## config.mk

```make
export PLATFORM = sky130hd
export DESIGN_NAME = link_control_register
export DESIGN_NICKNAME = d
export VERILOG_FILES = /design/src/hdl/link_ctrl_pkg.sv /design/src/hdl/link_control_register.sv /design/src/hdl/selfid_pair_check.sv /design/src/hdl/rx_accept_filter.sv
export VERILOG_INCLUDE_DIRS = /design/src /design/src/hdl
export SDC_FILE = /design/constraint.sdc
export NUM_CORES = 1
export LEC_CHECK = 0
export BUFFER_PORTS_ARGS = -buffer_cell sky130_fd_sc_hd__buf_2
export CELL_PAD_IN_SITES_DETAIL_PLACEMENT = 2
export CELL_PAD_IN_SITES_GLOBAL_PLACEMENT = 2
export CORE_AREA = 2 2 131 133
export CTS_CLUSTER_SIZE = 25
export DETAILED_ROUTE_END_ITERATION = 8
export DIE_AREA = 0 0 133 135
export GPL_TIMING_DRIVEN = 0
export PLACE_DENSITY = 0.87
export SLEW_MARGIN = 0
export SYNTH_ARGS = -nofsm -noshare
export SYNTH_HDL_FRONTEND = slang
export SYNTH_SLANG_ARGS = --single-unit
```

## constraint.sdc

```tcl
create_clock -name clock_i -period 1.75 [get_ports clock_i]
set_input_delay 0.2625 -clock clock_i [delete_from_list [all_inputs] [get_ports clock_i]]
set_output_delay 0.2625 -clock clock_i [all_outputs]
set_load 0.02 [all_outputs]
```

## src/hdl/link_ctrl_map.svh

```systemverilog
// register offsets, field positions and codes of the link control bank
// included by the package and every design file; definitions only
`ifndef LINK_CTRL_MAP_SVH
`define LINK_CTRL_MAP_SVH

// register bus geometry
`define LC_ADDR_W 8
`define LC_DATA_W 32

// byte offset of the link operation control register
`define LC_LINK_OPERATION_CONTROL_OFS 8'h08
`define LC_LINK_OPERATION_CONTROL_RST 32'h00000000

// field positions; field n sits at vector index 31-n
`define LC_NODE_ID_VALID_POS 31
`define LC_SELF_ID_RECEIVE_POS 30
`define LC_FORCE_BUSY_ACK_POS 29
`define LC_RECEIVE_ALL_ISO_POS 28
`define LC_CYCLE_START_CAPTURE_POS 27
`define LC_ASYNC_TRANSMIT_ENABLE_POS 26
`define LC_ASYNC_RECEIVE_ENABLE_POS 25
`define LC_ISO_TRANSMIT_ENABLE_POS 24
`define LC_ISO_RECEIVE_ENABLE_POS 23

// implemented bits of the control register; the rest read as zero
`define LC_CTRL_WRITE_MASK 32'hff800000

// self-id status codes stored behind the collected self-id packet
`define LC_SELF_ID_STATUS_GOOD 4'h1
`define LC_SELF_ID_STATUS_BAD 4'hd

// broadcast addresses of the destination id
`define LC_BROADCAST_NODE 6'h3f
`define LC_BROADCAST_BUS 10'h3ff

// quadlet index width inside a received packet
`define LC_QUAD_IDX_W 4

`endif

```

## src/hdl/link_ctrl_pkg.sv

```systemverilog
// types shared by the link control register bank
// assumes the map header is on the include path
`include "link_ctrl_map.svh"

package link_ctrl_pkg;

    // kind of packet announced by the receiver
    typedef enum logic [2:0] {
        PKT_ASYNC,
        PKT_ISO,
        PKT_CYCLE_START,
        PKT_SELF_ID,
        PKT_LINK_ON,
        PKT_PHY_CONFIG
    } pkt_kind_t;

    // destination id {bus, node} addressed to all nodes
    function automatic logic is_broadcast(input logic [15:0] id);
        return id[5:0] == `LC_BROADCAST_NODE;
    endfunction

endpackage

```

## src/hdl/link_control_register.sv

```systemverilog
// link operation control register with its receive filter and transmit gating
// assumes receiver, transmitter, bus-reset logic and host port share clock_i
//
// Local design decision: the strobed register port.
`timescale 1ns/10ps
`include "link_ctrl_map.svh"

module link_control_register
    import link_ctrl_pkg::*;
#(
    parameter int ADDR_W = `LC_ADDR_W,
    parameter int DATA_W = `LC_DATA_W
) (
    // clock and reset
    input wire logic clock_i,
    input wire logic rst_n_i,
    // host register port
    input wire logic [ADDR_W-1:0] addr_i,
    input wire logic [DATA_W-1:0] wr_data_i,
    input wire logic wr_i,
    input wire logic rd_i,
    output logic [DATA_W-1:0] rd_data_o,
    // bus reset from the bus-reset logic
    input wire logic bus_reset_i,
    // node address from the node-address register
    input wire logic [15:0] node_address_i,
    // receiver packet stream
    input wire logic rx_start_i,
    input wire pkt_kind_t rx_kind_i,
    input wire logic [15:0] rx_dest_id_i,
    input wire logic rx_quad_valid_i,
    input wire logic [31:0] rx_quad_i,
    input wire logic rx_end_i,
    // acknowledge to the receiver
    output logic ack_busy_o,
    // general receive fifo write side
    input wire logic grf_full_i,
    output logic grf_wr_o,
    output logic [31:0] grf_data_o,
    // transmitter arbitration
    input wire logic async_tx_req_i,
    input wire logic iso_tx_req_i,
    output logic async_arb_req_o,
    output logic iso_arb_req_o
);

    // receive sequencing states
    typedef enum logic [1:0] {
        RX_IDLE,
        RX_STORE,
        RX_DROP,
        RX_STATUS
    } rx_state_t;

    // register state
    logic [31:0] ctrl_reg;
    logic [DATA_W-1:0] rd_data_reg;

    // receive state
    rx_state_t rx_state_reg;
    rx_state_t rx_state_next;
    pkt_kind_t pkt_kind_reg;
    logic first_only_reg;
    logic busy_pkt_reg;
    logic [`LC_QUAD_IDX_W-1:0] quad_idx_reg;
    logic grf_wr_reg;
    logic [31:0] grf_data_reg;
    logic ack_busy_reg;

    // transmit state
    logic async_arb_reg;
    logic iso_arb_reg;

    // filter verdict for the announced packet
    logic accept;
    logic busy;
    logic first_only;
    logic [3:0] selfid_status;
    logic selfid_clear;
    logic ctrl_hit;
    logic store_quad;
    logic rx_take;
    logic async_tx_enable;
    logic iso_tx_enable;

    // decode of the control register address
    assign ctrl_hit = addr_i == ADDR_W'(`LC_LINK_OPERATION_CONTROL_OFS);

    // field views of the transmit enables
    assign async_tx_enable = ctrl_reg[`LC_ASYNC_TRANSMIT_ENABLE_POS];
    assign iso_tx_enable = ctrl_reg[`LC_ISO_TRANSMIT_ENABLE_POS];

    // control register, bus reset drops both async enables
    always_ff @(posedge clock_i or negedge rst_n_i) begin
        if (!rst_n_i) begin
            ctrl_reg <= `LC_LINK_OPERATION_CONTROL_RST;
        end else begin
            if (wr_i && ctrl_hit) begin
                ctrl_reg <= wr_data_i[31:0] & `LC_CTRL_WRITE_MASK;
            end
            if (bus_reset_i) begin
                ctrl_reg[`LC_ASYNC_TRANSMIT_ENABLE_POS] <= 1'b0;
                ctrl_reg[`LC_ASYNC_RECEIVE_ENABLE_POS] <= 1'b0;
            end
        end
    end

    // read data one cycle after the strobe, zero elsewhere
    always_ff @(posedge clock_i or negedge rst_n_i) begin
        if (!rst_n_i) begin
            rd_data_reg <= '0;
        end else if (rd_i && ctrl_hit) begin
            rd_data_reg <= DATA_W'(ctrl_reg);
        end else begin
            rd_data_reg <= '0;
        end
    end

    // acceptance decision on the announced header
    rx_accept_filter u_filter (
        .ctrl_i(ctrl_reg),
        .kind_i(rx_kind_i),
        .dest_id_i(rx_dest_id_i),
        .node_address_i(node_address_i),
        .grf_full_i(grf_full_i),
        .accept_o(accept),
        .busy_o(busy),
        .first_only_o(first_only)
    );

    // an announce is taken only by the idle receiver
    assign rx_take = rx_start_i && rx_state_reg == RX_IDLE;

    // self-id pairs checked while they stream in
    assign selfid_clear = rx_take && rx_kind_i == PKT_SELF_ID;

    selfid_pair_check u_selfid (
        .clock_i(clock_i),
        .rst_n_i(rst_n_i),
        .clear_i(selfid_clear),
        .quad_valid_i(rx_quad_valid_i && rx_state_reg == RX_STORE),
        .quad_i(rx_quad_i),
        .status_o(selfid_status)
    );

    // next receive state
    always_comb begin
        rx_state_next = rx_state_reg;
        case (rx_state_reg)
            RX_IDLE: begin
                if (rx_start_i) begin
                    rx_state_next = accept ? RX_STORE : RX_DROP;
                end
            end
            RX_STORE: begin
                if (rx_end_i) begin
                    rx_state_next = (pkt_kind_reg == PKT_SELF_ID) ? RX_STATUS : RX_IDLE;
                end
            end
            RX_DROP: begin
                if (rx_end_i) begin
                    rx_state_next = RX_IDLE;
                end
            end
            RX_STATUS: begin
                rx_state_next = RX_IDLE;
            end
            default: begin
                rx_state_next = RX_IDLE;
            end
        endcase
    end

    // receive state register
    always_ff @(posedge clock_i or negedge rst_n_i) begin
        if (!rst_n_i) begin
            rx_state_reg <= RX_IDLE;
        end else begin
            rx_state_reg <= rx_state_next;
        end
    end

    // packet kind latched at packet start
    always_ff @(posedge clock_i or negedge rst_n_i) begin
        if (!rst_n_i) begin
            pkt_kind_reg <= PKT_ASYNC;
        end else if (rx_take) begin
            pkt_kind_reg <= rx_kind_i;
        end
    end

    // link-on and config packets keep their first quadlet only
    always_ff @(posedge clock_i or negedge rst_n_i) begin
        if (!rst_n_i) begin
            first_only_reg <= 1'b0;
        end else if (rx_take) begin
            first_only_reg <= first_only;
        end
    end

    // busy verdict frozen with the fifo level seen at the start
    always_ff @(posedge clock_i or negedge rst_n_i) begin
        if (!rst_n_i) begin
            busy_pkt_reg <= 1'b0;
        end else if (rx_take) begin
            busy_pkt_reg <= busy;
        end
    end

    // quadlet position inside the packet, saturating
    always_ff @(posedge clock_i or negedge rst_n_i) begin
        if (!rst_n_i) begin
            quad_idx_reg <= '0;
        end else if (rx_state_reg == RX_IDLE) begin
            quad_idx_reg <= '0;
        end else if (rx_quad_valid_i && quad_idx_reg != '1) begin
            quad_idx_reg <= quad_idx_reg + 1'b1;
        end
    end

    // only the first quadlet of link-on and config packets
    assign store_quad = rx_quad_valid_i && rx_state_reg == RX_STORE
        && !(first_only_reg && quad_idx_reg != '0);

    // fifo write strobe: data quadlets, then the self-id status quadlet
    always_ff @(posedge clock_i or negedge rst_n_i) begin
        if (!rst_n_i) begin
            grf_wr_reg <= 1'b0;
        end else begin
            grf_wr_reg <= rx_state_reg == RX_STATUS || store_quad;
        end
    end

    // fifo word: stored quadlet or the self-id status code
    always_ff @(posedge clock_i or negedge rst_n_i) begin
        if (!rst_n_i) begin
            grf_data_reg <= 32'h00000000;
        end else if (rx_state_reg == RX_STATUS) begin
            grf_data_reg <= {28'h0000000, selfid_status};
        end else if (store_quad) begin
            grf_data_reg <= rx_quad_i;
        end
    end

    // busy acknowledge pulsed at the end of a busied packet
    always_ff @(posedge clock_i or negedge rst_n_i) begin
        if (!rst_n_i) begin
            ack_busy_reg <= 1'b0;
        end else begin
            ack_busy_reg <= rx_end_i && rx_state_reg == RX_DROP && busy_pkt_reg;
        end
    end

    // async arbitration: enable set and no bus reset in this cycle
    always_ff @(posedge clock_i or negedge rst_n_i) begin
        if (!rst_n_i) begin
            async_arb_reg <= 1'b0;
        end else begin
            async_arb_reg <= async_tx_req_i && async_tx_enable && !bus_reset_i;
        end
    end

    // iso arbitration gated by its transmit enable
    always_ff @(posedge clock_i or negedge rst_n_i) begin
        if (!rst_n_i) begin
            iso_arb_reg <= 1'b0;
        end else begin
            iso_arb_reg <= iso_tx_req_i && iso_tx_enable;
        end
    end

    // outputs straight from flops
    assign rd_data_o = rd_data_reg;
    assign ack_busy_o = ack_busy_reg;
    assign grf_wr_o = grf_wr_reg;
    assign grf_data_o = grf_data_reg;
    assign async_arb_req_o = async_arb_reg;
    assign iso_arb_req_o = iso_arb_reg;

endmodule

```

## src/hdl/selfid_pair_check.sv

```systemverilog
// checks collected self-id quadlets in pairs, second the inverse of the first
// assumes quadlets from the receiver on the same clock
`timescale 1ns/10ps
`include "link_ctrl_map.svh"

module selfid_pair_check
    import link_ctrl_pkg::*;
(
    // clock and reset
    input wire logic clock_i,
    input wire logic rst_n_i,
    // quadlet stream
    input wire logic clear_i,
    input wire logic quad_valid_i,
    input wire logic [31:0] quad_i,
    // verdict
    output logic [3:0] status_o
);

    logic [31:0] first_reg;
    logic odd_reg;
    logic bad_reg;

    // pair tracking, a new packet clears the verdict
    always_ff @(posedge clock_i or negedge rst_n_i) begin
        if (!rst_n_i) begin
            first_reg <= 32'h00000000;
            odd_reg <= 1'b0;
            bad_reg <= 1'b0;
        end else if (clear_i) begin
            odd_reg <= 1'b0;
            bad_reg <= 1'b0;
        end else if (quad_valid_i) begin
            if (!odd_reg) begin
                first_reg <= quad_i;
                odd_reg <= 1'b1;
            end else begin
                odd_reg <= 1'b0;
                if (quad_i != ~first_reg) begin
                    bad_reg <= 1'b1;
                end
            end
        end
    end

    // a dangling half pair also counts as corrupted
    assign status_o = (bad_reg || odd_reg) ? `LC_SELF_ID_STATUS_BAD : `LC_SELF_ID_STATUS_GOOD;

endmodule

```

## src/hdl/rx_accept_filter.sv

```systemverilog
// decides acceptance and busy answer for an announced packet
// assumes all inputs are on the same clock; purely combinational
`timescale 1ns/10ps
`include "link_ctrl_map.svh"

module rx_accept_filter
    import link_ctrl_pkg::*;
(
    // control fields
    input wire logic [31:0] ctrl_i,
    // packet header
    input wire pkt_kind_t kind_i,
    input wire logic [15:0] dest_id_i,
    input wire logic [15:0] node_address_i,
    input wire logic grf_full_i,
    // decision
    output logic accept_o,
    output logic busy_o,
    output logic first_only_o
);

    logic addr_hit;
    logic own_hit;
    logic async_ok;

    // own node match, bus 3ffh standing for the local bus
    assign own_hit = (dest_id_i[5:0] == node_address_i[5:0])
        && (dest_id_i[15:6] == node_address_i[15:6] || dest_id_i[15:6] == `LC_BROADCAST_BUS);
    // broadcast always, own address only when the id is valid
    assign addr_hit = is_broadcast(dest_id_i) || (ctrl_i[`LC_NODE_ID_VALID_POS] && own_hit);
    assign async_ok = ctrl_i[`LC_ASYNC_RECEIVE_ENABLE_POS] && addr_hit;

    // per-kind acceptance and busy answer
    always_comb begin
        accept_o = 1'b0;
        busy_o = 1'b0;
        first_only_o = 1'b0;
        case (kind_i)
            PKT_ASYNC: begin
                if (async_ok && !is_broadcast(dest_id_i)) begin
                    busy_o = ctrl_i[`LC_FORCE_BUSY_ACK_POS] || grf_full_i;
                end
                accept_o = async_ok && !busy_o;
            end
            PKT_ISO: begin
                accept_o = ctrl_i[`LC_ISO_RECEIVE_ENABLE_POS] && ctrl_i[`LC_RECEIVE_ALL_ISO_POS];
            end
            PKT_CYCLE_START: begin
                accept_o = ctrl_i[`LC_CYCLE_START_CAPTURE_POS];
            end
            PKT_SELF_ID: begin
                accept_o = ctrl_i[`LC_SELF_ID_RECEIVE_POS];
            end
            PKT_LINK_ON, PKT_PHY_CONFIG: begin
                accept_o = ctrl_i[`LC_SELF_ID_RECEIVE_POS];
                first_only_o = 1'b1;
            end
            default: begin
                accept_o = 1'b0;
            end
        endcase
    end

endmodule

```

After elaboration in Yosys (flattened, before gate mapping)
Cells that the tools add are included.
{"block": "word_totals", "input_bits": 118, "mem_bits_rw": 0, "mem_bits_ro": 0, "wordCells": 107, "memories": 0, "regBits": 122, "latch_bits": 0, "out_inout_bits": 68}
{"block": "classes", "eq_ne": 19, "muxes": 26, "shift": 0, "n_reduce_logical": 42, "mul": 0, "n_div": 0, "n_bitwise": 3, "n_addsub": 1, "n_lt_le_gt_ge": 0}
{"operator": "$mux W32", "count": 3}
{"operator": "$ne A32 B32 Y1", "count": 1}
{"operator": "$not A32 Y32", "count": 1}
{"operator": "$mux W27", "count": 1}
{"operator": "$logic_and A1 B1 Y1", "count": 19}
{"operator": "$mux W2", "count": 6}
{"operator": "$mux W4", "count": 3}
{"operator": "$reduce_bool A2 Y1", "count": 6}
{"operator": "$mux W1", "count": 11}
{"operator": "$eq A10 B10 Y1", "count": 1}
{"operator": "$eq A10 B10 Y1 const B", "count": 1}
{"operator": "$eq A3 B2 Y1 const B", "count": 3}
{"operator": "$reduce_and A3 Y1", "count": 3}
{"operator": "$eq A8 B4 Y1 const B", "count": 1}
{"operator": "$pmux W2 S4", "count": 1}
{"operator": "$eq A3 B3 Y1 const B", "count": 2}
{"operator": "$eq A6 B6 Y1", "count": 1}
{"operator": "$eq A6 B6 Y1 const B", "count": 1}
{"operator": "$ne A2 B2 Y1 const B", "count": 3}
{"operator": "$logic_or A1 B1 Y1", "count": 5}
{"operator": "$add A4 B1 Y4 const B", "count": 1}
{"operator": "$eq A2 B2 Y1 const B", "count": 2}
{"operator": "$logic_not A1 Y1", "count": 4}
{"operator": "$ne A4 B4 Y1 const B", "count": 1}
{"operator": "other kinds (9)", "count": 10}

Depth between registers and ports, before layout
{"block": "logic_depth", "depth_word": 15, "ltp_mapped": 7, "mapped_depth_nobuf": 6}

Hierarchy
A second synthesis with hierarchy kept.
{"block": "hier_totals", "hier_cells": 455, "area_unflattened_um2": 4998.5}
{"mod": "link_control_register", "area_each_um2": 3011.6, "cells_each": 290, "instances": 1, "seq_area_each_um2": 1626.6}
{"mod": "selfid_pair_check", "area_each_um2": 1676.6, "cells_each": 124, "instances": 1, "seq_area_each_um2": 850.8}
{"mod": "rx_accept_filter", "area_each_um2": 310.3, "cells_each": 41, "instances": 1, "seq_area_each_um2": 0.0}

Worst setup path before layout
OpenSTA, ideal clock, no wires.
{"block": "synth_path", "kind": "register to register", "from": "reg rx_state_reg[1]", "to": "reg u_selfid.first_reg[10]", "path_stages_with_launch": 6, "t_required_ps": 1625, "n_path_buf": 1, "t_arrival_ps": 1405, "synth_period_minus_slack_ps": 1530, "setup_ps": 125, "slack_ps": 220, "path_cell_list": "dfrtp_1 -> and2b_4 -> nand2_2 -> nor2_4 -> buf_4 -> mux2_2"}
{"block": "synth_via", "elab_chain_cells": 5, "word_cells_on_any_way": 7, "cone_classes": "1 x eq/ne; 1 x bitwise; 5 x reduce/logical"}
{"item": "from (decl)", "line_no": "link_control_register.sv:60", "source": "rx_state_t rx_state_reg;"}
{"item": "from (signal assigned)", "line_no": "link_control_register.sv:179", "source": "rx_state_reg <= rx_state_next;"}
{"item": "$logic_not A2 Y1", "line_no": "link_control_register.sv:132", "source": "assign rx_take = rx_start_i && rx_state_reg == RX_IDLE;"}
{"item": "$logic_and A1 B1 Y1", "line_no": "link_control_register.sv:132"}
{"item": "$logic_and A1 B1 Y1", "line_no": "link_control_register.sv:135", "source": "assign selfid_clear = rx_take && rx_kind_i == PKT_SELF_ID;"}
{"item": "$not A1 Y1 (no source line)"}
{"item": "$reduce_and A3 Y1 (no source line) *"}
{"item": "to (signal assigned)", "line_no": "selfid_pair_check.sv:35", "source": "first_reg <= quad_i;"}
{"item": "to (decl)", "line_no": "selfid_pair_check.sv:20", "source": "logic [31:0] first_reg;"}
Mark *: on every way between the ends. The rest lies on a longest branch, timed or not.
A chain may end at the register's enable or synchronous reset.

Worst setup path after layout
{"block": "layout_path", "from": "reg rx_state_reg[1]", "to": "reg u_selfid.first_reg[17]"}
The elaborated chain is that of the path after synthesis.

==> flow_metrics.env <==
export IMPL_outcome="finished clean"
export IMPL_ios=186
export IMPL_syn_cell_area_um2=4680
export IMPL_hold_depth=2
export IMPL_dieArea_um2=18000
export IMPL_hold_end="ctrl_reg[26]"
export IMPL_rows=47
export IMPL_r2r_cells=5
export IMPL_cts_tree="yes"
export IMPL_synthTopCellsByArea="dfrtp_1 (53%), mux2_2 (9.9%), xnor2_1 (6.6%), nand2_1 (5.5%), buf_4 (4.2%)"
export IMPL_ys_seq_area_share_pct=53.0
export IMPL_reg2reg_to="u_selfid.first_reg[17]"
export IMPL_rrSetupSlack_ps=30
export IMPL_ant_nets=0
export IMPL_drtPass1Iterations=4
export IMPL_synth_edf_count=0
export IMPL_fin_area_um2=6080
export IMPL_holdWs_ps=93.1
export IMPL_overflow=0
export IMPL_syn_area_per_cell_um2=11.1
export IMPL_hpwl_mm=11.1
export IMPL_crit_fanout=10
export IMPL_async_flop_share_pct=100
export IMPL_fp_coreArea_um2=16400
export IMPL_fmax_ghz=0.583
export IMPL_min_from="bus_reset_i"
export IMPL_r2r_start="rx_state_reg[1]"
export IMPL_nFillCells=1812
export IMPL_synth_area_leader_cell="dfrtp_1"
export IMPL_fp_dieW_um=133
export IMPL_fin_util_pct=37.1
export IMPL_powerDensity_nw_per_um2=1350
export IMPL_drt_first_iter_violations=69
export IMPL_critPathArrivalTime_ps=1940
export IMPL_synthFlopType="dfrtp_1"
export IMPL_finClkSkew_ps=7.47
export IMPL_clockBufferDepth=2
export IMPL_setup_violations=0
export IMPL_synthCells=423
export IMPL_layout_setup_ws_ps=34.1
export IMPL_cts_sinks=99
export IMPL_final_cell_mix="buf_2 (140), dfrtp_1 (97), nand2_1 (69)"
export IMPL_rsz0062_at_grt="true"
export IMPL_path_clk_slew_ps=70
export IMPL_grt_pass1_vias=4411
export IMPL_leakage_uw=0.00301
export IMPL_yosysTopAreaCellShare_pct=53.0
export IMPL_wl_mm=13.9
export IMPL_viasPerCell=4.56
export IMPL_end_kind="register"
export IMPL_portBuffers=139
export IMPL_crit_slowest_cell="dfrtp_2"
export IMPL_finalSetupTns_ps=0
export IMPL_root_buffer="clkbuf_16"
export IMPL_clkLatencyLatePin_ps=340
export IMPL_final_max_slew_violation_count=0
export IMPL_pre_cts_slack_ps=-47.2
export IMPL_critical_path_required_ps=1970
export IMPL_gp_congestion=0.762
export IMPL_syn2layout_area_growth_pct=30.0
export IMPL_synth_yosys_warnings=0
export IMPL_initial_core_util_pct=28.5
export IMPL_max_cap_violations=0
export IMPL_critical_path_class="reg2reg"
export IMPL_nNetsFinal=719
export IMPL_min_period_ps=1720
export IMPL_critPathLaunchType="register"
export IMPL_grt_max_degree=53
export IMPL_ys_seq_elements=99
export IMPL_detailed_place_area_um2=5760
export IMPL_peakVddDrop_v=0.000517
export IMPL_wire_per_inst_um=16.9
export IMPL_grt_pass1_wl_mm=22.8
export IMPL_max_stage_delay_ps=430
export IMPL_yosysUniqueCellTypes=41
export IMPL_h_tree_depth=3
export IMPL_tightestPinTransition_ps=644
export IMPL_final_common_cell="buf_2"
export IMPL_drc=0
export IMPL_min_path_type="in2reg"
export IMPL_finalCritPeriodShare_pct=98.0
export IMPL_cts_buffers=9
export IMPL_num_vias=3762
export IMPL_crit_chain="and2b_4 -> nand2_2 -> nor2_4 -> buf_4 -> mux2_2"
export IMPL_hold_violations=0
export IMPL_drive_above_1_share_pct=40.5
export IMPL_slew_headroom_pct=57.1
export IMPL_die_y_um=135
export IMPL_grt_use_total_pct=16.4
export IMPL_antenna_found_initial=2
power breakdown:
| group | leakage [uW] | total, uW | internal (uW) | switching [uW] |
|---|---|---|---|---|
| Sequential | 0.00128 | 3670 | 3120 | 549 |
| Clock | 0.000128 | 1800 | 952 | 847 |
| Combinational | 0.00160 | 2720 | 1220 | 1500 |
through the flow:
stage / instances / power [uW]
6_report: 825 / 8190
2_1_floorplan: 445 / 5360
3_3_place_gp: 804 / 6200
4_1_cts: 822 / 8350
3_5_place_dp: 805 / 6470
5_1_grt: 823 / 8770
cells in the mapped netlist, types with 5 or more instances:
cell type / instances
dfrtp_1: 99
nand2_1: 69
mux2_2: 41
xnor2_1: 35
o21ai_0: 34
buf_4: 26
xor2_1: 17
nor2_1: 16
nor4_1: 12
and3_1: 9
nand4_1: 6
inv_1: 5
nand3_1: 5
how the worst max path moves through the flow:
stage | start | to | slack (ps) | cells past startpoint
2_1_floorplan | rx_state_reg[1] | u_selfid.first_reg[10] | 220 | 5
3_3_place_gp | rst_n_i | ctrl_reg[24] | -610 | 1
3_5_place_dp | rx_state_reg[0] | u_selfid.bad_reg | -50 | 4
4_1_cts | rx_state_reg[1] | u_selfid.first_reg[29] | 0.2 | 5
5_1_grt | rx_state_reg[1] | u_selfid.first_reg[11] | -40 | 5
6_report | rx_state_reg[1] | u_selfid.first_reg[17] | 30 | 5
timing repair:
action,in CTS,in global routing
endpoints found under the hold margin,47,0
setup buffers,1,1
setup endpoints to repair,50,59
resized for setup,4,12
hold buffers,1,0
per-layer routing:
| layer | share of wire (%) | GRT usage (%) | vias up |
|---|---|---|---|
| li1 | - | - | 1750 |
| met4 | 1.4 | 4.18 | 0 |
| met3 | 6.2 | 5.52 | 13 |
| met2 | 54 | 31.0 | 130 |
| met5 | 0 | 0 | - |
| met1 | 38 | 17.6 | 1869 |
layout make-up:
type                            count  area, um2  area share (%)
Antenna cell                        2       5.00          0.0823
Buffer                             36        259            4.26
Clock buffer                       10        229            3.76
Clock inverter                      5       31.3           0.514
Inverter                            5       18.8           0.309
Multi-Input combinational cell    305       2030            33.4
Sequential cell                    99       2480            40.8
Tap cell                          220        275            4.52
Timing Repair Buffer              143        751            12.3
worst max-delay path: cells and delay by family (launching register included):
kind	cells	cell delay, ps
and+or+nand+nor	3	570
muxes	1	360
DFF	1	430
buffers and inverters	1	230
logic make-up (layout without fill, tap and decap cells):
kind of cell / Yosys count / after routing / share of synthesized area, %
XOR/XNOR: 52 / 52 / 9.74
multiplexers: 46 / 46 / 11.0
buffers and inverters: 41 / 199 / 5.56
other: 1 / 25 / 0.0802
flip-flops: 99 / 99 / 53.0
AO/OA/AOI/OAI: 49 / 49 / 6.31
AND/OR/NAND/NOR: 133 / 133 / 13.9
adder cells (fa/ha/maj): 2 / 2 / 0.535
(Power assumes the default switching activity.)
